==> src/tw_pkg.sv <==
// Purpose: Shared constants and types for the two-wire port
// Assumes: 32-bit APB data, registers one aligned word each
// Notes: Register offsets are byte addresses
`default_nettype none
package tw_pkg;
  // ---------------------------------------------
  // Register byte offsets
  // ---------------------------------------------
  localparam logic [7:0] OFS_CON = 8'h00;
  localparam logic [7:0] OFS_STAT = 8'h04;
  localparam logic [7:0] OFS_MSK = 8'h08;
  localparam logic [7:0] OFS_RCV = 8'h0C;
  localparam logic [7:0] OFS_TRN = 8'h10;
  localparam logic [7:0] OFS_ADD = 8'h14;
  localparam logic [7:0] OFS_BRG = 8'h18;
  // ---------------------------------------------
  // Control bit positions
  // ---------------------------------------------
  localparam int C_ON = 15;
  localparam int C_SIDL = 13;
  localparam int C_REL = 12;
  localparam int C_ALL = 11;
  localparam int C_TEN = 10;
  localparam int C_GENERAL_CALL_ENABLE = 7;
  localparam int C_STR = 6;
  localparam int C_ACKV = 5;
  localparam int C_ACKS = 4;
  localparam int C_MASTER_RECEIVE_ENABLE = 3;
  localparam int C_STOP = 2;
  localparam int C_RSTR = 1;
  localparam int C_STRT = 0;
  // ---------------------------------------------
  // Status bit positions
  // ---------------------------------------------
  localparam int S_ACKST = 15;
  localparam int S_TRST = 14;
  localparam int S_BCL = 10;
  localparam int S_WRITE_COLLISION_FLAG = 7;
  localparam int S_OV = 6;
  // ---------------------------------------------
  // Reset values and counts
  // ---------------------------------------------
  localparam logic [15:0] CON_RST = 16'h1000;
  localparam logic [15:0] CON_WMASK = 16'hBFFF;
  localparam logic [15:0] BRG_RST = 16'h0000;
  localparam logic [9:0] MSK_RST = 10'h000;
  localparam logic [9:0] ADD_RST = 10'h000;
  localparam logic [3:0] BYTE_BITS = 4'h8;
  localparam logic [4:0] TEN_HDR = 5'h1E;
  // Master and slave sequencer states
  typedef enum logic [2:0] {M_IDLE, M_START, M_RESTART, M_STOP, M_TX, M_RX, M_ACK} tw_mst_t;
  typedef enum logic [2:0] {SL_IDLE, SL_ADDR, SL_ADDR2, SL_RX, SL_TX, SL_SKIP} tw_slv_t;
endpackage
`default_nettype wire

==> src/tw_line_if.sv <==
// Purpose: Filtered line levels and bus events
// Assumes: One clock domain
// Notes: Produced by the line synchroniser
`default_nettype none
interface tw_line_if;
  logic sclLvl; // Filtered clock line
  logic sdaLvl; // Filtered data line
  logic sclRise; // Clock line rose
  logic sclFall; // Clock line fell
  logic startDet; // Start or repeated start seen
  logic stopDet; // Stop seen
  modport src (output sclLvl, sdaLvl, sclRise, sclFall, startDet, stopDet);
  modport dst (input sclLvl, sdaLvl, sclRise, sclFall, startDet, stopDet);
endinterface
`default_nettype wire

==> src/tw_line_sync.sv <==
// Purpose: Synchronise and filter both bus lines, find conditions
// Assumes: Lines idle high
// Notes: A change counts once second and third stages agree
`default_nettype none
module tw_line_sync (
  input wire logic clk,
  input wire logic resetn,
  input wire logic sclIn,
  input wire logic sdaIn,
  tw_line_if.src ln
);
  logic [2:0] sclSh_r; // Three-stage chain
  logic [2:0] sdaSh_r; // Three-stage chain
  logic sclLvl_r; // Accepted level
  logic sdaLvl_r; // Accepted level
  logic sclNxt;
  logic sdaNxt;
  // ---------------------------------------------
  // Synchroniser chains
  // ---------------------------------------------
  always_ff @(posedge clk or negedge resetn) begin
    if (!resetn) begin
      sclSh_r <= 3'h7;
      sdaSh_r <= 3'h7;
    end else begin
      sclSh_r <= {sclSh_r[1:0], sclIn};
      sdaSh_r <= {sdaSh_r[1:0], sdaIn};
    end
  end
  // Accept a level when stages two and three agree
  assign sclNxt = (sclSh_r[1] == sclSh_r[2]) ? sclSh_r[2] : sclLvl_r;
  assign sdaNxt = (sdaSh_r[1] == sdaSh_r[2]) ? sdaSh_r[2] : sdaLvl_r;
  always_ff @(posedge clk or negedge resetn) begin
    if (!resetn) begin
      sclLvl_r <= 1'b1;
      sdaLvl_r <= 1'b1;
    end else begin
      sclLvl_r <= sclNxt;
      sdaLvl_r <= sdaNxt;
    end
  end
  // ---------------------------------------------
  // Edges and bus conditions
  // ---------------------------------------------
  assign ln.sclLvl = sclLvl_r;
  assign ln.sdaLvl = sdaLvl_r;
  assign ln.sclRise = sclNxt && !sclLvl_r;
  assign ln.sclFall = !sclNxt && sclLvl_r;
  // Data falls while clock high
  assign ln.startDet = sclLvl_r && sclNxt && sdaLvl_r && !sdaNxt;
  // Data rises while clock high
  assign ln.stopDet = sclLvl_r && sclNxt && !sdaLvl_r && sdaNxt;
endmodule // tw_line_sync
`default_nettype wire

==> src/tw_port.sv <==
// Purpose: Two-wire bus port, master and addressed slave, APB registers
// Assumes: 20 MHz clk, open-drain lines, wait-one APB answer
// Notes: Pins driven low only; output enable high means pull low
//
// The register offsets and the APB slave port were decided locally.
`default_nettype none
module tw_port
  import tw_pkg::*;
#(
  parameter int AW = 8
) (
  input wire logic clk,
  input wire logic resetn,
  input wire logic psel,
  input wire logic penable,
  input wire logic pwrite,
  input wire logic [AW-1:0] paddr,
  input wire logic [31:0] pwdata,
  output logic [31:0] prdata,
  output logic pready,
  output logic pslverr,
  input wire logic sclIn,
  output logic sclOut,
  output logic sclOe,
  input wire logic sdaIn,
  output logic sdaOut,
  output logic sdaOe,
  output logic pinsOwned,
  output logic byteEvent
);
  // ---------------------------------------------
  // Declarations
  // ---------------------------------------------
  tw_line_if ln ();
  logic [15:0] con_r; // Control register
  logic [9:0] mask_r; // Address mask bits
  logic [9:0] own_r; // Own address
  logic [15:0] rateReload_r; // Rate reload
  logic [7:0] rxHold_r; // Receive holding
  logic [7:0] txHold_r; // Transmit holding
  logic rbf_r, tbf_r, ov_r, write_collision_flag_r, bcl_r; // Sticky and full flags
  logic ackSt_r, trSt_r, gc_r, ten_r, da_r; // Status flags
  logic pSeen_r, sSeen_r, rw_r, tenArm_r, mOwn_r;
  logic halfEn_r; // Tcy/2 enable
  logic [15:0] rateCnt_r; // Down counter
  logic rateTick; // Counter reached zero
  tw_mst_t mst_r; // Master sequencer
  logic [1:0] ph_r; // Phase within a step
  logic [3:0] mCnt_r; // Master bit count
  logic [7:0] mSh_r; // Master shifter
  logic mScl_r, mSda_r; // Master pulls low
  logic mEnd, mAbort, mBit, txGo, busy;
  tw_slv_t sst_r; // Slave sequencer
  logic [3:0] sCnt_r; // Slave bit count
  logic [7:0] sSh_r, sTx_r; // Slave shifters
  logic sDrv_r; // Slave pulls data low
  logic rxLoad; // Byte ready for holding
  logic [7:0] rxData;
  logic sAdrHit, sGc, sEnd8, sAckClk;
  logic accWr, accRd;
  logic [2:0] sel;
  logic lineLow_r;
  logic moduleOn;

  // Address compare with mask; set mask bits are ignored
  function automatic logic addrMatch(input logic [9:0] got, input logic [9:0] ref_a,
                                     input logic [9:0] msk);
    return ((got ^ ref_a) & ~msk) == 10'h000;
  endfunction

  // Register select from bus address
  function automatic logic [2:0] regSel(input logic [AW-1:0] a);
    unique case (a[7:0])
      OFS_CON: return 3'h1;
      OFS_STAT: return 3'h2;
      OFS_MSK: return 3'h3;
      OFS_RCV: return 3'h4;
      OFS_TRN: return 3'h5;
      OFS_ADD: return 3'h6;
      OFS_BRG: return 3'h7;
      default: return 3'h0;
    endcase
  endfunction

  tw_line_sync u_sync (
    .clk(clk),
    .resetn(resetn),
    .sclIn(sclIn),
    .sdaIn(sdaIn),
    .ln(ln)
  );

  assign moduleOn = con_r[C_ON];
  assign sel = regSel(paddr);
  // ---------------------------------------------
  // APB slave: one wait state, action at completion
  // ---------------------------------------------
  assign accWr = psel && penable && pready && pwrite;
  assign accRd = psel && penable && pready && !pwrite;
  always_ff @(posedge clk or negedge resetn) begin
    if (!resetn) begin
      pready <= 1'b0;
      pslverr <= 1'b0;
      prdata <= 32'h0000_0000;
    end else if (psel && penable && !pready) begin
      pready <= 1'b1;
      pslverr <= (sel == 3'h0);
      unique case (sel)
        3'h1: prdata <= {16'h0000, con_r};
        3'h2: prdata <= {16'h0000, ackSt_r, trSt_r, 3'b000, bcl_r, gc_r, ten_r,
                         write_collision_flag_r, ov_r, da_r, pSeen_r, sSeen_r, rw_r, rbf_r, tbf_r};
        3'h3: prdata <= {22'h00_0000, mask_r};
        3'h4: prdata <= {24'h00_0000, rxHold_r};
        3'h5: prdata <= {24'h00_0000, txHold_r};
        3'h6: prdata <= {22'h00_0000, own_r};
        3'h7: prdata <= {16'h0000, rateReload_r};
        default: prdata <= 32'h0000_0000;
      endcase
    end else begin
      pready <= 1'b0;
      pslverr <= 1'b0;
    end
  end
  // Plain configuration registers
  always_ff @(posedge clk or negedge resetn) begin
    if (!resetn) begin
      mask_r <= MSK_RST;
      own_r <= ADD_RST;
      rateReload_r <= BRG_RST;
    end else if (accWr) begin
      if (sel == 3'h3) mask_r <= pwdata[9:0];
      if (sel == 3'h6) own_r <= pwdata[9:0];
      if (sel == 3'h7) rateReload_r <= pwdata[15:0];
    end
  end
  // ---------------------------------------------
  // Control register with hardware clears
  // ---------------------------------------------
  always_ff @(posedge clk or negedge resetn) begin
    if (!resetn) begin
      con_r <= CON_RST;
    end else begin
      if (accWr && sel == 3'h1) begin
        con_r <= pwdata[15:0] & CON_WMASK;
        // Writing 0 to release only stretches if allowed
        if (!con_r[C_STR] && !pwdata[C_REL]) con_r[C_REL] <= con_r[C_REL];
      end
      // Self-clearing request bits
      if (mEnd && mst_r == M_START) con_r[C_STRT] <= 1'b0;
      if (mEnd && mst_r == M_RESTART) con_r[C_RSTR] <= 1'b0;
      if (mEnd && mst_r == M_STOP) con_r[C_STOP] <= 1'b0;
      if (mEnd && mst_r == M_RX) con_r[C_MASTER_RECEIVE_ENABLE] <= 1'b0;
      if (mEnd && mst_r == M_ACK) con_r[C_ACKS] <= 1'b0;
      if (mAbort) con_r[4:0] <= 5'h00;
      // Slave transmit start and receive end stretch
      if (sAckClk && sst_r == SL_ADDR && sAdrHit && sSh_r[0]) con_r[C_REL] <= 1'b0;
      if (sAckClk && sst_r == SL_TX && !ln.sdaLvl) con_r[C_REL] <= 1'b0;
      if (sEnd8 && sst_r == SL_RX && con_r[C_STR]) con_r[C_REL] <= 1'b0;
    end
  end
  // ---------------------------------------------
  // Rate generator
  // ---------------------------------------------
  // Half instruction rate enable
  always_ff @(posedge clk or negedge resetn) begin
    if (!resetn) halfEn_r <= 1'b0;
    else halfEn_r <= !halfEn_r;
  end
  assign rateTick = halfEn_r && rateCnt_r == 16'h0000;
  // Down counter reloaded at zero
  always_ff @(posedge clk or negedge resetn) begin
    if (!resetn) rateCnt_r <= BRG_RST;
    else if (mst_r == M_IDLE) rateCnt_r <= rateReload_r;
    else if (halfEn_r)
      rateCnt_r <= (rateCnt_r == 16'h0000) ? rateReload_r : rateCnt_r - 16'h0001;
  end
  // ---------------------------------------------
  // Master sequencer
  // ---------------------------------------------
  assign busy = tbf_r || mst_r != M_IDLE || (sst_r == SL_TX && sCnt_r < BYTE_BITS);
  assign txGo = tbf_r && mOwn_r && con_r[4:0] == 5'h00 && mst_r == M_IDLE;
  // Bit put on data line; released during ack and receive
  assign mBit = (mst_r == M_RX || (mst_r == M_TX && mCnt_r == BYTE_BITS)) ? 1'b1 : mSh_r[7];
  // Last phase of each step
  always_comb begin
    mEnd = 1'b0;
    mAbort = 1'b0;
    if (rateTick) begin
      unique case (mst_r)
        M_IDLE: mEnd = 1'b0;
        M_START: begin
          mEnd = ph_r == 2'd1;
          mAbort = ph_r == 2'd0 && !(ln.sdaLvl && ln.sclLvl);
        end
        M_RESTART: mEnd = ph_r == 2'd3;
        M_STOP: mEnd = ph_r == 2'd2;
        M_TX, M_RX, M_ACK: begin
          mEnd = ph_r == 2'd2 && ln.sclLvl &&
                 mCnt_r == ((mst_r == M_TX) ? BYTE_BITS : (mst_r == M_RX) ? 4'd7 : 4'd0);
          // Released a one but line reads low: lost arbitration
          mAbort = ph_r == 2'd2 && ln.sclLvl && mBit && !ln.sdaLvl &&
                   mst_r != M_RX && !(mst_r == M_TX && mCnt_r == BYTE_BITS);
        end
      endcase
    end
  end
  always_ff @(posedge clk or negedge resetn) begin
    if (!resetn) begin
      mst_r <= M_IDLE;
      ph_r <= 2'd0;
      mCnt_r <= 4'd0;
      mSh_r <= 8'h00;
      mScl_r <= 1'b0;
      mSda_r <= 1'b0;
    end else if (!moduleOn || mAbort) begin
      mst_r <= M_IDLE;
      mScl_r <= 1'b0;
      mSda_r <= 1'b0;
    end else if (mst_r == M_IDLE) begin
      ph_r <= 2'd0;
      mCnt_r <= 4'd0;
      if (con_r[C_STRT]) mst_r <= M_START;
      else if (con_r[C_RSTR]) mst_r <= M_RESTART;
      else if (con_r[C_STOP]) mst_r <= M_STOP;
      else if (con_r[C_MASTER_RECEIVE_ENABLE]) begin
        mst_r <= M_RX;
        mSh_r <= 8'hFF;
      end else if (con_r[C_ACKS]) begin
        mst_r <= M_ACK;
        mSh_r <= {con_r[C_ACKV], 7'h00};
      end else if (txGo) begin
        mst_r <= M_TX;
        mSh_r <= txHold_r;
      end
    end else if (rateTick) begin
      ph_r <= ph_r + 2'd1;
      unique case (mst_r)
        M_START: if (ph_r == 2'd0) mSda_r <= 1'b1;
          else mScl_r <= 1'b1;
        M_RESTART: begin
          if (ph_r == 2'd0) mSda_r <= 1'b0;
          if (ph_r == 2'd1) mScl_r <= 1'b0;
          if (ph_r == 2'd2) mSda_r <= 1'b1;
          if (ph_r == 2'd3) mScl_r <= 1'b1;
        end
        M_STOP: begin
          if (ph_r == 2'd0) mSda_r <= 1'b1;
          if (ph_r == 2'd1) mScl_r <= 1'b0;
          if (ph_r == 2'd2) mSda_r <= 1'b0;
        end
        default: begin
          // Data set, clock freed, then sampled once high
          if (ph_r == 2'd0) mSda_r <= !mBit;
          if (ph_r == 2'd1) mScl_r <= 1'b0;
          if (ph_r == 2'd2) begin
            if (!ln.sclLvl) ph_r <= 2'd2; // Wait while stretched
            else begin
              ph_r <= 2'd0;
              mScl_r <= 1'b1;
              mSh_r <= {mSh_r[6:0], ln.sdaLvl};
              mCnt_r <= mCnt_r + 4'd1;
            end
          end
        end
      endcase
      if (mEnd) begin
        mst_r <= M_IDLE;
        if (mst_r != M_RESTART && mst_r != M_START) mSda_r <= 1'b0;
      end
    end
  end
  // ---------------------------------------------
  // Slave sequencer
  // ---------------------------------------------
  assign sEnd8 = ln.sclFall && sCnt_r == BYTE_BITS;
  assign sAckClk = ln.sclFall && sCnt_r == 4'd9;
  assign sGc = con_r[C_GENERAL_CALL_ENABLE] && sSh_r == 8'h00;
  // Address decision for first and second address bytes
  always_comb begin
    sAdrHit = 1'b0;
    if (sst_r == SL_ADDR) begin
      if (con_r[C_ALL] || sGc) sAdrHit = 1'b1;
      else if (con_r[C_TEN])
        sAdrHit = sSh_r[7:3] == TEN_HDR &&
                  addrMatch({sSh_r[2:1], 8'h00}, {own_r[9:8], 8'h00}, mask_r) &&
                  (!sSh_r[0] || tenArm_r);
      else sAdrHit = addrMatch({3'b000, sSh_r[7:1]}, {3'b000, own_r[6:0]}, mask_r);
    end else if (sst_r == SL_ADDR2) begin
      sAdrHit = addrMatch({2'b00, sSh_r}, {2'b00, own_r[7:0]}, mask_r);
    end
  end
  always_ff @(posedge clk or negedge resetn) begin
    if (!resetn) begin
      sst_r <= SL_IDLE;
      sCnt_r <= 4'd0;
      sSh_r <= 8'h00;
      sTx_r <= 8'h00;
      sDrv_r <= 1'b0;
    end else if (!moduleOn || ln.stopDet) begin
      sst_r <= SL_IDLE;
      sDrv_r <= 1'b0;
    end else if (ln.startDet) begin
      sst_r <= SL_ADDR;
      sCnt_r <= 4'd0;
      sDrv_r <= 1'b0;
    end else if (sst_r != SL_IDLE) begin
      if (ln.sclRise && sCnt_r < 4'd9) begin
        sCnt_r <= sCnt_r + 4'd1;
        if (sCnt_r < BYTE_BITS) sSh_r <= {sSh_r[6:0], ln.sdaLvl};
      end
      // Next bit after each fall; data freed after the eighth for the answer
      if (ln.sclFall && sst_r == SL_TX && sCnt_r <= BYTE_BITS) begin
        sTx_r <= {sTx_r[6:0], 1'b1};
        sDrv_r <= (sCnt_r == BYTE_BITS) ? 1'b0 : !sTx_r[6];
      end
      if (sEnd8 && sst_r != SL_TX) begin
        // Acknowledge a matched address or accepted data
        unique case (sst_r)
          SL_ADDR, SL_ADDR2: sDrv_r <= sAdrHit;
          SL_RX: sDrv_r <= !rbf_r;
          default: sDrv_r <= 1'b0;
        endcase
      end
      if (sAckClk) begin
        sCnt_r <= 4'd0;
        sDrv_r <= 1'b0;
        unique case (sst_r)
          SL_ADDR: begin
            if (!sAdrHit) sst_r <= SL_SKIP;
            else if (sSh_r[0] && !sGc) sst_r <= SL_TX;
            else if (con_r[C_TEN] && !con_r[C_ALL] && !sGc) sst_r <= SL_ADDR2;
            else sst_r <= SL_RX;
          end
          SL_ADDR2: sst_r <= sAdrHit ? SL_RX : SL_SKIP;
          SL_TX: if (ln.sdaLvl) sst_r <= SL_SKIP; // Master answered NACK
          default: sst_r <= sst_r;
        endcase
        // Load next outgoing byte
        if ((sst_r == SL_ADDR && sAdrHit && sSh_r[0]) || (sst_r == SL_TX && !ln.sdaLvl)) begin
          sTx_r <= txHold_r;
          sDrv_r <= !txHold_r[7];
        end
      end
    end
  end
  // ---------------------------------------------
  // Receive path
  // ---------------------------------------------
  assign rxLoad = (mEnd && mst_r == M_RX) ||
                  (sEnd8 && (sst_r == SL_RX || ((sst_r == SL_ADDR || sst_r == SL_ADDR2) && sAdrHit)));
  assign rxData = (mst_r == M_RX) ? {mSh_r[6:0], ln.sdaLvl} : sSh_r;
  // Holding register, full and overflow flags
  always_ff @(posedge clk or negedge resetn) begin
    if (!resetn) begin
      rxHold_r <= 8'h00;
      rbf_r <= 1'b0;
      ov_r <= 1'b0;
      byteEvent <= 1'b0;
    end else begin
      byteEvent <= rxLoad || (sEnd8 && sst_r == SL_ADDR && sGc);
      if (accRd && sel == 3'h4) rbf_r <= 1'b0;
      if (accWr && sel == 3'h2 && !pwdata[S_OV]) ov_r <= 1'b0;
      // A read in the same cycle frees the holding register; the set wins
      if (rxLoad && rbf_r && !(accRd && sel == 3'h4)) ov_r <= 1'b1;
      else if (rxLoad) begin
        rxHold_r <= rxData;
        rbf_r <= 1'b1;
      end
    end
  end
  // ---------------------------------------------
  // Transmit holding and master flags
  // ---------------------------------------------
  always_ff @(posedge clk or negedge resetn) begin
    if (!resetn) begin
      txHold_r <= 8'h00;
      tbf_r <= 1'b0;
      write_collision_flag_r <= 1'b0;
    end else begin
      if (accWr && sel == 3'h2 && !pwdata[S_WRITE_COLLISION_FLAG]) write_collision_flag_r <= 1'b0;
      if (accWr && sel == 3'h5) begin
        if (busy) write_collision_flag_r <= 1'b1;
        else begin
          txHold_r <= pwdata[7:0];
          tbf_r <= 1'b1;
        end
      end
      if ((mEnd && mst_r == M_TX) || (sAckClk && sst_r == SL_TX)) tbf_r <= 1'b0;
      if (mAbort) tbf_r <= 1'b0;
    end
  end
  // Transmit status, acknowledge, collision, bus ownership
  always_ff @(posedge clk or negedge resetn) begin
    if (!resetn) begin
      trSt_r <= 1'b0;
      ackSt_r <= 1'b0;
      bcl_r <= 1'b0;
      mOwn_r <= 1'b0;
    end else begin
      if (txGo) trSt_r <= 1'b1;
      if ((mEnd && mst_r == M_TX) || mAbort) trSt_r <= 1'b0;
      if (mEnd && mst_r == M_TX) ackSt_r <= ln.sdaLvl;
      if (accWr && sel == 3'h2 && !pwdata[S_BCL]) bcl_r <= 1'b0;
      if (mAbort) bcl_r <= 1'b1;
      if (mEnd && (mst_r == M_START || mst_r == M_RESTART)) mOwn_r <= 1'b1;
      if ((mEnd && mst_r == M_STOP) || mAbort || !moduleOn) mOwn_r <= 1'b0;
    end
  end
  // ---------------------------------------------
  // Slave status flags
  // ---------------------------------------------
  always_ff @(posedge clk or negedge resetn) begin
    if (!resetn) begin
      gc_r <= 1'b0;
      ten_r <= 1'b0;
      tenArm_r <= 1'b0;
      da_r <= 1'b0;
      rw_r <= 1'b0;
      pSeen_r <= 1'b0;
      sSeen_r <= 1'b0;
    end else begin
      if (ln.startDet) begin
        sSeen_r <= 1'b1;
        pSeen_r <= 1'b0;
      end
      if (ln.stopDet) begin
        pSeen_r <= 1'b1;
        sSeen_r <= 1'b0;
        gc_r <= 1'b0;
        ten_r <= 1'b0;
        tenArm_r <= 1'b0;
      end
      if (sEnd8 && sAdrHit) begin
        da_r <= 1'b0;
        if (sst_r == SL_ADDR) rw_r <= sSh_r[0] && !sGc;
        if (sst_r == SL_ADDR && sGc) gc_r <= 1'b1;
        if (sst_r == SL_ADDR2) begin
          ten_r <= 1'b1;
          tenArm_r <= 1'b1;
        end
      end
      if (sEnd8 && sst_r == SL_RX) da_r <= 1'b1;
    end
  end
  // ---------------------------------------------
  // Pin drivers, all from flip-flops
  // ---------------------------------------------
  always_ff @(posedge clk or negedge resetn) begin
    if (!resetn) begin
      sclOe <= 1'b0;
      sdaOe <= 1'b0;
      pinsOwned <= 1'b0;
      lineLow_r <= 1'b0;
    end else begin
      pinsOwned <= moduleOn;
      lineLow_r <= 1'b0;
      sdaOe <= moduleOn && (mSda_r || sDrv_r);
      // Slave holds clock while release bit is low
      sclOe <= moduleOn && (mScl_r ||
               ((sst_r == SL_RX || sst_r == SL_TX) && !con_r[C_REL] && !ln.sclLvl));
    end
  end
  assign sclOut = lineLow_r;
  assign sdaOut = lineLow_r;
endmodule // tw_port
`default_nettype wire

==> config.mk <==
export PLATFORM = sky130hd
export DESIGN_NAME = tw_port
export DESIGN_NICKNAME = d
export VERILOG_FILES = /design/src/tw_pkg.sv /design/src/tw_line_if.sv /design/src/tw_line_sync.sv /design/src/tw_port.sv
export SDC_FILE = /design/constraint.sdc
export NUM_CORES = 1
export LEC_CHECK = 0
export BUFFER_PORTS_ARGS = -buffer_cell sky130_fd_sc_hd__buf_2
export CORE_ASPECT_RATIO = 1.25
export CORE_MARGIN = 1.5
export CORE_UTILIZATION = 60
export DETAILED_ROUTE_END_ITERATION = 6
export PLACE_DENSITY = 0.88
export SLEW_MARGIN = 10
export SYNTH_ARGS = -nofsm -noshare
export SYNTH_HDL_FRONTEND = slang
export SYNTH_SLANG_ARGS = --single-unit
==> constraint.sdc <==
create_clock -name clk -period 2.75 [get_ports clk]
set_input_delay 0.275 -clock clk [delete_from_list [all_inputs] [get_ports clk]]
set_output_delay 0.275 -clock clk [all_outputs]
set_load 0.05 [all_outputs]
## Yosys cells after proc, flatten, opt, wreduce, memory -nomap -nowiden

Cells that the tools add are included.

- Equal/unequal tests: 48
- Magnitude comparators: 3
- Reduce and logical (&&, ||, !) cells: 180
- Add/sub/neg operators: 4
- Bitwise logic cells: 12
- Multiplexer cells: 142

Operator list:

| cell | number |
|---|---|
| $mux W8 | 15 |
| $pmux W16 S7 | 1 |
| $mux W1 | 80 |
| $logic_and A1 B1 Y1 | 76 |
| $mux W3 | 19 |
| $mux W16 | 3 |
| $mux W4 | 10 |
| $reduce_bool A3 Y1 | 13 |
| $logic_not A10 Y1 | 3 |
| $eq A3 B3 Y1 const B | 8 |
| $eq A8 B5 Y1 const B | 3 |
| $logic_not A1 Y1 | 24 |
| $reduce_bool A2 Y1 | 12 |
| $reduce_and A2 Y1 | 11 |
| $pmux W3 S7 | 1 |
| $logic_or A1 B1 Y1 | 20 |
| $eq A3 B2 Y1 const B | 6 |
| $eq A8 B4 Y1 const B | 2 |
| $logic_not A16 Y1 | 1 |
| $logic_not A8 Y1 | 2 |
| $sub A16 B1 Y16 const B | 1 |
| $mux W13 | 1 |
| $eq A4 B4 Y1 const B | 3 |
| $reduce_and A3 Y1 | 4 |
| other kinds (44) | 70 |

- Word-level logic and storage cells: 440
- Bits of input ports: 47
- Register bits: 188
- Output and inout port bits: 40

## Longest topological paths before layout

Gate-level depths: netlist (run 1).

- Word-level depth: 16
- Gate-level depth with buffers: 11
- Mapped depth without buffers: 9

## Cells and area by module

From an unflattened synthesis (run 1), not the netlist that was laid out.

- Cells, all modules: 936
- Area, all modules: 9286.4 sq um

Modules (own cells, without submodules):

| module | area an instance (sq um) | instances | seq. area each (sq um) | cells an instance |
|---|---|---|---|---|
| tw_port | 9008.6 | 1 | 4080.2 | 919 |
| tw_line_sync | 277.8 | 1 | 210.2 | 17 |

## Worst setup path after synthesis (run 1)

No wires, ideal clock.

- Path type: register -> register
- Start point: register rateCnt_r[0]
- End point: register rxHold_r[0]
- Arrival time: 2396 ps
- Period minus slack after synthesis: 2521 ps
- Stages on the path, launching flop included: 11
- Setup slack: 229 ps
- Required time: 2625 ps
- Library setup time: 125 ps
- Path buffers: 1
- Cell sequence: dfrtp_1 -> inv_1 -> ha_1 -> nor3b_2 -> and3_1 -> buf_6 -> nand3_4 -> or4_4 -> nand2_2 -> o211ai_4 -> mux2_4

- Cells in the longest elaborated chain, start to end: 9

Ends and longest elaborated chain:

| item | line | RTL |
|---|---|---|
| start, declared | tw_port.sv:45 | `logic [15:0] rateCnt_r;` |
| start signal, assigned | tw_port.sv:173 | `else if (mst_r == M_IDLE) rateCnt_r <= rateReload_r;` |
| start signal, assigned | tw_port.sv:175 | `rateCnt_r <= (rateCnt_r == 16'h0000) ? rateReload_r : rateCnt_r - 16'h0001;` |
| $logic_not A16 Y1 * | tw_port.sv:169 | `assign rateTick = halfEn_r && rateCnt_r == 16'h0000;` |
| $logic_and A1 B1 Y1 * | tw_port.sv:169 |  |
| $mux W1 * | tw_port.sv:188 | `if (rateTick) begin` |
| $logic_and A1 B1 Y1 * | tw_port.sv:349 | `assign rxLoad = (mEnd && mst_r == M_RX) \|\|` |
| $logic_or A1 B1 Y1 * | tw_port.sv:349 |  |
| $logic_and A1 B1 Y1 (2 in a row) | tw_port.sv:364 | `if (rxLoad && rbf_r && !(accRd && sel == 3'h4)) ov_r <= 1'b1;` |
| $not A1 Y1 (no line) | n/a |  |
| $reduce_and A2 Y1 (no line) * | n/a |  |
| end signal, assigned | tw_port.sv:366 | `rxHold_r <= rxData;` |
| end, declared | tw_port.sv:39 | `logic [7:0] rxHold_r;` |

Every way passes the cells marked *; elsewhere a longest branch is shown, timed or not.
A chain may end at the register's enable or synchronous reset.

## Final worst setup path (run 1)

- Start point: register rateCnt_r[0]
- End point: register rxHold_r[5]

Same word-level chain as after synthesis.

==> results.yml, run 1 <==
logic_synthesis:
  synth_top_area_share: 0.444
  synth_top_cell_by_area: "dfrtp_1"
  synth_edf_count: 0
  yosysUniqueCellTypes: 78
  yosysWarnings: 0
  yosys-top-cells-area: "dfrtp_1, mux2_2, nand2_1, o21ai_0, dfstp_2"
  yosysSeqAreaShare: 0.469
  synthesis.area_per_instance_sq_um: 10.4
  synthArstFlopShare: 1.00
  ys_ff_latch: 171
  synth_cells: 880
  synthFlopType: "dfrtp_1"
  syn-cell-area_sq_mm: 0.00914
global_route:
  overflow: 0
  grt_pass1_vias: 7475
  grt_pass1_wl_um: 40300
  grt.total_usage: 0.328
  antenna_found_initial: 0
  grt_max_degree: 70
placement:
  place_hpwl_um: 18000
  place_congestion: 0.967
  place_inst: 1116
  dp_slack_ns: 0.171
  port_buffers: 52
critical_path:
  endpoint_kind: "flop"
  reg2reg_to: "rxHold_r[5]$_DFFE_PN0P_"
  cp_data_arrival_time_ns: 2.95
  path_max_fanout: 8
  setup.reg_to_reg.worst_slack_ns: 0.13
  worst-r2r-cell-count: 9
  r2r_start: "rateCnt_r[0]$_DFFE_PN0P_"
  cp.required_ns: 3.08
  worstSetupPathType: "reg -> reg"
  worst_setup_path_start_kind: "flop"
sta:
  holdWs_ns: 0.0932
  tightest_slew_ns: 0.768
  final.setup.tns_ns: 0
  setup_viol: 0
  drv_slew: 0
  skew_ns: 0.0134
  max_freq_mhz: 382
  hold_viol_final: 0
  relSlewSlack: 0.487
  fin_crit_sh: 0.953
  period_needed_ns: 2.62
  rsz0062_at_grt: "false"
  worst_slack_ns: 0.130
clock_tree:
  cts.sinks: 171
  cts_root_buf: "clkbuf_16"
  clk_pin_slew_ns: 0.07
  cts_buffers: 17
  cts_tree: "done"
  worstSkewPairLatency_ns: 0.45
  htreeDepth: 4
  cts_max_path_buffers: 2
power:
  peakVddDrop_mv: 0.466
  seqPwrFrac: 0.500
  swShare: 0.248
  internal-power_uw: 3870
  combPwrFrac: 0.054
  p_clk_frac: 0.446
  power_switching_uw: 1270
  power_density_mw_per_mm2: 498
  leakage_uw: 0.00485
cells_and_area:
  regArea_sq_mm: 0.00429
  synthToLayoutAreaGrowth_pct: 12.9
  finalNonFillerCells: 1150
  n_antenna_cell: 0
  drive_above_1_share: 0.261
  multi_input_area_sq_mm: 0.00451
  final_cell_mix: "dfrtp_1, nand2_1, mux2_2"
  nets: 1015
  nFillCells: 1039
  final_common_cell: "dfrtp_1"
worst_hold_path:
  whs_endpoint: "con_r[11]$_DFFE_PN0N_"
  hold_path.class: "in -> reg"
  hold_depth: 3
  min_from: "pwdata[11]"
floorplan:
  die_w_um: 113
  initial_core_util: 0.611
  placementRows: 50
  core_area_sq_mm: 0.0150
  die-area_sq_mm: 0.0160
  chipHeight_um: 141
  ios: 87
route:
  drt_first_iter_violations: 864
  wl_per_cell_um: 21.7
  dr.pass1.iters: 5
  antenna_left: 0
  finalWirelength_um: 25000
  vias_per_cell: 6.62
  vias: 7615
  drc: 0
outcome:
  outcome: "complete, no violations"
job:
  cap_violations: 0
[cell type report]
| class | instances | area share |
|---|---|---|
| flip-flops and latches | 171 | 0.416 |
| clock buffers | 19 | 0.0420 |
| multi-input cells | 641 | 0.437 |
| inverters | 24 | 0.00873 |
| clock inverters | 12 | 0.0112 |
| repair buffers | 101 | 0.0634 |
| well taps | 182 | 0.0221 |
[state kept, by name (all words and copies together) (netlist names), 10 cells and up]
signal and cells:
rateReload_r 16, rateCnt_r 16, mask_r 10, con_r 15
own_r 10, prdata 16
[synth_stat cells (all sizes together), types with 3 or more instances]
cell / number
nand2: 85
o22ai: 8
a211oi: 7
nand4: 3
mux2: 87
nand2b: 6
a31oi: 8
clkbuf: 31
inv: 24
nor2: 57
a2bb2oi: 7
or2: 12
a21o: 5
buf: 30
a221oi: 10
nor3: 23
a22oi: 21
nor3b: 6
o311ai: 3
xnor2: 21
dfstp: 9
a21oi: 35
nand3b: 6
nand3: 24
a41oi: 3
ha: 12
dfrtp: 162
o211ai: 7
a22o: 11
o21ai: 60
nor2b: 3
o21a: 3
a32o: 4
mux2i: 14
nor4: 10
and2: 6
or3: 7
and3: 9
o31ai: 7
[power by group through the flow]
stage / Clock [uW] / Combinational (uW) / Sequential, uW
3_3_place_gp: 0 / 266 / 2610
5_1_grt: 2380 / 304 / 2570
4_1_cts: 2290 / 277 / 2570
2_1_floorplan: 0 / 159 / 2610
3_5_place_dp: 0 / 272 / 2620
6_report: 2290 / 279 / 2570
[per-layer routing]
layer,GRT usage,up-vias,part of all wire
li1,-,3347,-
met1,0.409,3686,0.38
met2,0.523,457,0.48
met3,0.0774,125,0.082
met4,0.188,0,0.060
met5,0,-,0
[repair_timing]
action / 4_1_cts / 5_1_grt
resized for setup: 0 / 1
endpoints found under the hold margin: 60 / 0
setup buffers: 0 / 0
hold buffers: 3 / 0
endpoints found under the setup margin: 0 / 2
[worst max-delay path, cell delays in order, from the launching register on]
cell,delay [ns]
dfrtp_1,0.41
inv_1,0.10
ha_1,0.19
nor3b_2,0.22
and3_1,0.25
nand3_4,0.09
or4_4,0.60
nand2_2,0.11
o211ai_4,0.18
mux2_4,0.35
[per-stage QoR]
stage	cell area, sq um	total power, uW	utilization
final	10300	5140	0.690
after global routing	10300	5260	0.690
after CTS	10300	5140	0.690
after detailed placement	9740	2890	0.651
after global placement	9740	2880	0.651
after floorplan	9200	2770	-
[worst max-delay path by stage]
stage	start	to	slack, ns	depth (start not counted)
floorplan	rateCnt_r[0]$_DFFE_PN0P_	rxHold_r[0]$_DFFE_PN0P_	0.23	10
global placement	rateCnt_r[0]$_DFFE_PN0P_	rxHold_r[3]$_DFFE_PN0P_	0.23	9
detailed placement	rateCnt_r[0]$_DFFE_PN0P_	rxHold_r[5]$_DFFE_PN0P_	0.17	9
CTS	rateCnt_r[0]$_DFFE_PN0P_	rxHold_r[5]$_DFFE_PN0P_	0.15	9
global route	rateCnt_r[0]$_DFFE_PN0P_	rxHold_r[5]$_DFFE_PN0P_	0.02	9
finish	rateCnt_r[0]$_DFFE_PN0P_	rxHold_r[5]$_DFFE_PN0P_	0.13	9
[cell families after synthesis]
group	synth area share
AOI/OAI and AO/OA	0.169
xor gates and xnor gates	0.0220
adders and majority gates	0.0164
buffers and inverters	0.0449
DFF	0.469
muxes	0.126
other	0.000410
and+or+nand+nor	0.152
Power figures use the tool's default switching activity.
==> run 2, diff against run 1 <==
Settings changed: SYNTH_HIERARCHICAL from default to 1.
==> results.yml, run 2 <==
logic_synthesis:
  synthArstFlopShare: 1.00
  synth_edf_count: 0
  yosys-top-cells-area: "dfrtp_1, mux2_2, o21ai_0, nand2_1, a21oi_1"
  ys_top_cells_by_count: "dfrtp_1, nand2_1, mux2_2"
  ys_ff_latch: 171
  synth_top_area_share: 0.437
  synth_cells: 936
  synth_most_common_cell: "dfrtp_1"
  yosysSeqAreaShare: 0.462
  yosysWarnings: 6
  yosysUniqueCellTypes: 80
  synthesis.area_per_instance_sq_um: 9.92
  synthFlopType: "dfrtp_1"
  synth_top_cell_by_area: "dfrtp_1"
  syn-cell-area_sq_mm: 0.00929
clock_tree:
  cts_root_buf: "clkbuf_16"
  worstSkewPairLatency_ns: 0.44
  cts_max_path_buffers: 2
  htreeDepth: 4
  cts.sinks: 171
  clk_pin_slew_ns: 0.06
  cts_buffers: 17
  cts_tree: "done"
sta:
  tightest_slew_ns: 0.655
  max_freq_mhz: 374
  relSlewSlack: 0.563
  final.setup.tns_ns: 0
  fin_crit_sh: 0.973
  skew_ns: 0.00912
  rsz0062_at_grt: "false"
  setup_viol: 0
  hold_viol_final: 0
  period_needed_ns: 2.67
  holdWs_ns: 0.0902
  drv_slew: 0
critical_path:
  worstSetupPathType: "reg -> reg"
  path_max_fanout: 8
  cp.required_ns: 3.07
  endpoint_kind: "flop"
  cp_data_arrival_time_ns: 3.00
  worst_setup_path_start_kind: "flop"
placement:
  place_inst: 1186
  place_congestion: 0.943
  port_buffers: 52
  place_hpwl_um: 18100
  place_area_sq_mm: 0.00986
cells_and_area:
  n_antenna_cell: 0
  final_common_cell: "dfrtp_1"
  final_cell_mix: "dfrtp_1, nand2_1, mux2_2"
  reg_top3: "prdata x16, rateCnt_r x16, rateReload_r x16"
  final_area_sq_mm: 0.0105
  drive_above_1_share: 0.249
  synthToLayoutAreaGrowth_pct: 13.1
  finalNonFillerCells: 1221
  nets: 1059
route:
  vias_per_cell: 6.49
  vias: 7919
  antenna_left: 0
  dr.pass1.iters: 7
  drt_first_iter_violations: 1103
  wl_per_cell_um: 21.0
  drc: 0
  finalWirelength_um: 25600
outcome:
  outcome: "complete, no violations"
global_route:
  grt_pass1_vias: 7660
  grt_pass1_wl_um: 40600
  antenna_found_initial: 0
  overflow: 0
  grt_max_degree: 66
  grt.total_usage: 0.329
job:
  cap_violations: 0
power:
  combPwrFrac: 0.050
  power_switching_uw: 1230
  internal-power_uw: 4080
  p_clk_frac: 0.466
  peakVddDrop_mv: 0.428
  leakage_uw: 0.00495
  power_density_mw_per_mm2: 506
  swShare: 0.232
  finalPower_uw: 5320
  seqPwrFrac: 0.484
floorplan:
  die_w_um: 114
  die-area_sq_mm: 0.0162
  chipHeight_um: 142
  core_area_sq_mm: 0.0151
  ios: 87
  initial_core_util: 0.616
  placementRows: 50
worst_hold_path:
  hold_path.class: "in -> reg"
-- run 2: changes by cell type after synthesis, sizes merged, moves of 8 or more --
cell | before | now
nor2 | 57 | 76
o22ai | 8 | 18
nand2 | 85 | 97
nand3 | 24 | 14
mux2 | 87 | 98
o21ai | 60 | 82
a21oi | 35 | 60
a22o | 11 | 3
-- run 2: power groups by stage --
stage / logic, uW / clock network, uW / registers [uW]
final: 266 / 2480 / 2570
after floorplan: 150 / 0 / 2610
after global routing: 286 / 2600 / 2570
after CTS: 264 / 2490 / 2570
after detailed placement: 261 / 0 / 2620
after global placement: 254 / 0 / 2610
-- run 2: kinds of logic (layout without fill, tap and decap cells) --
logic type	count (synthesis)	after routing	synth area share
AND/OR/NAND/NOR	283	283	0.155
AO/OA/AOI/OAI	246	246	0.169
flip-flops	171	171	0.462
multiplexers	105	105	0.127
buffers and inverters	93	153	0.0468
XOR/XNOR	23	23	0.0217
adder cells (fa/ha/maj)	14	14	0.0183
other	1	18	0.000404
-- run 2: area by class of cell --
class	instances	area, sq um
fill	1087	4580
multi-input combinational	689	4630
tap	208	260
sequential	171	4290
clock inverter	11	144
inverter	25	93.8
clock buffer	21	460
timing repair buffer	96	621
-- run 2: final timing paths --
kind,start,to,slack (ns),cells past startpoint
min reg2reg,u_sync/sclSh_r[0]$_DFF_PN1_,u_sync/sclSh_r[1]$_DFF_PN1_,0.35,0
max,rateCnt_r[0]$_DFFE_PN0P_,rxHold_r[2]$_DFFE_PN0P_,0.08,9
min in group asynchronous,resetn,sst_r[2]$_DFFE_PN0P_,0.32,2
max in group asynchronous,resetn,u_sync/ln.sdaLvl$_DFF_PN1_,1.61,3
max reg2reg,rateCnt_r[0]$_DFFE_PN0P_,rxHold_r[2]$_DFFE_PN0P_,0.08,9
min,pwdata[14],rateReload_r[14]$_DFFE_PN0P_,0.09,2
-- run 2: timing repair --
action | 4_1_cts | 5_1_grt
setup endpoints to repair | 0 | 9
setup buffers | 0 | 0
gates resized for setup | 0 | 1
endpoints found under the hold margin | 45 | 0
hold buffers | 3 | 0
-- run 2: critical path, cell delays in order (launching register included) --
cell and delay (ns):
dfrtp_1 0.40, inv_1 0.09, ha_1 0.19, or3b_4 0.42, nand4b_4 0.23, nor4_4 0.42, a21o_1 0.22, and2_4 0.16
a31oi_4 0.07, mux2_2 0.35
-- run 2: layer usage --
| layer | share of wire | track usage | vias to the layer above |
|---|---|---|---|
| met5 | 0 | 0 | - |
| met4 | 0.058 | 0.214 | 0 |
| met3 | 0.077 | 0.0669 | 107 |
| met2 | 0.49 | 0.529 | 446 |
| met1 | 0.38 | 0.405 | 3895 |
| li1 | - | - | 3471 |
-- run 2: per-stage QoR --
stage	util	worst slack, ns
3_3_place_gp	0.654	0.181
2_1_floorplan	-	0.115
4_1_cts	0.696	0.0742
3_5_place_dp	0.654	0.0992
5_1_grt	0.697	0.0143
6_report	0.697	0.0752
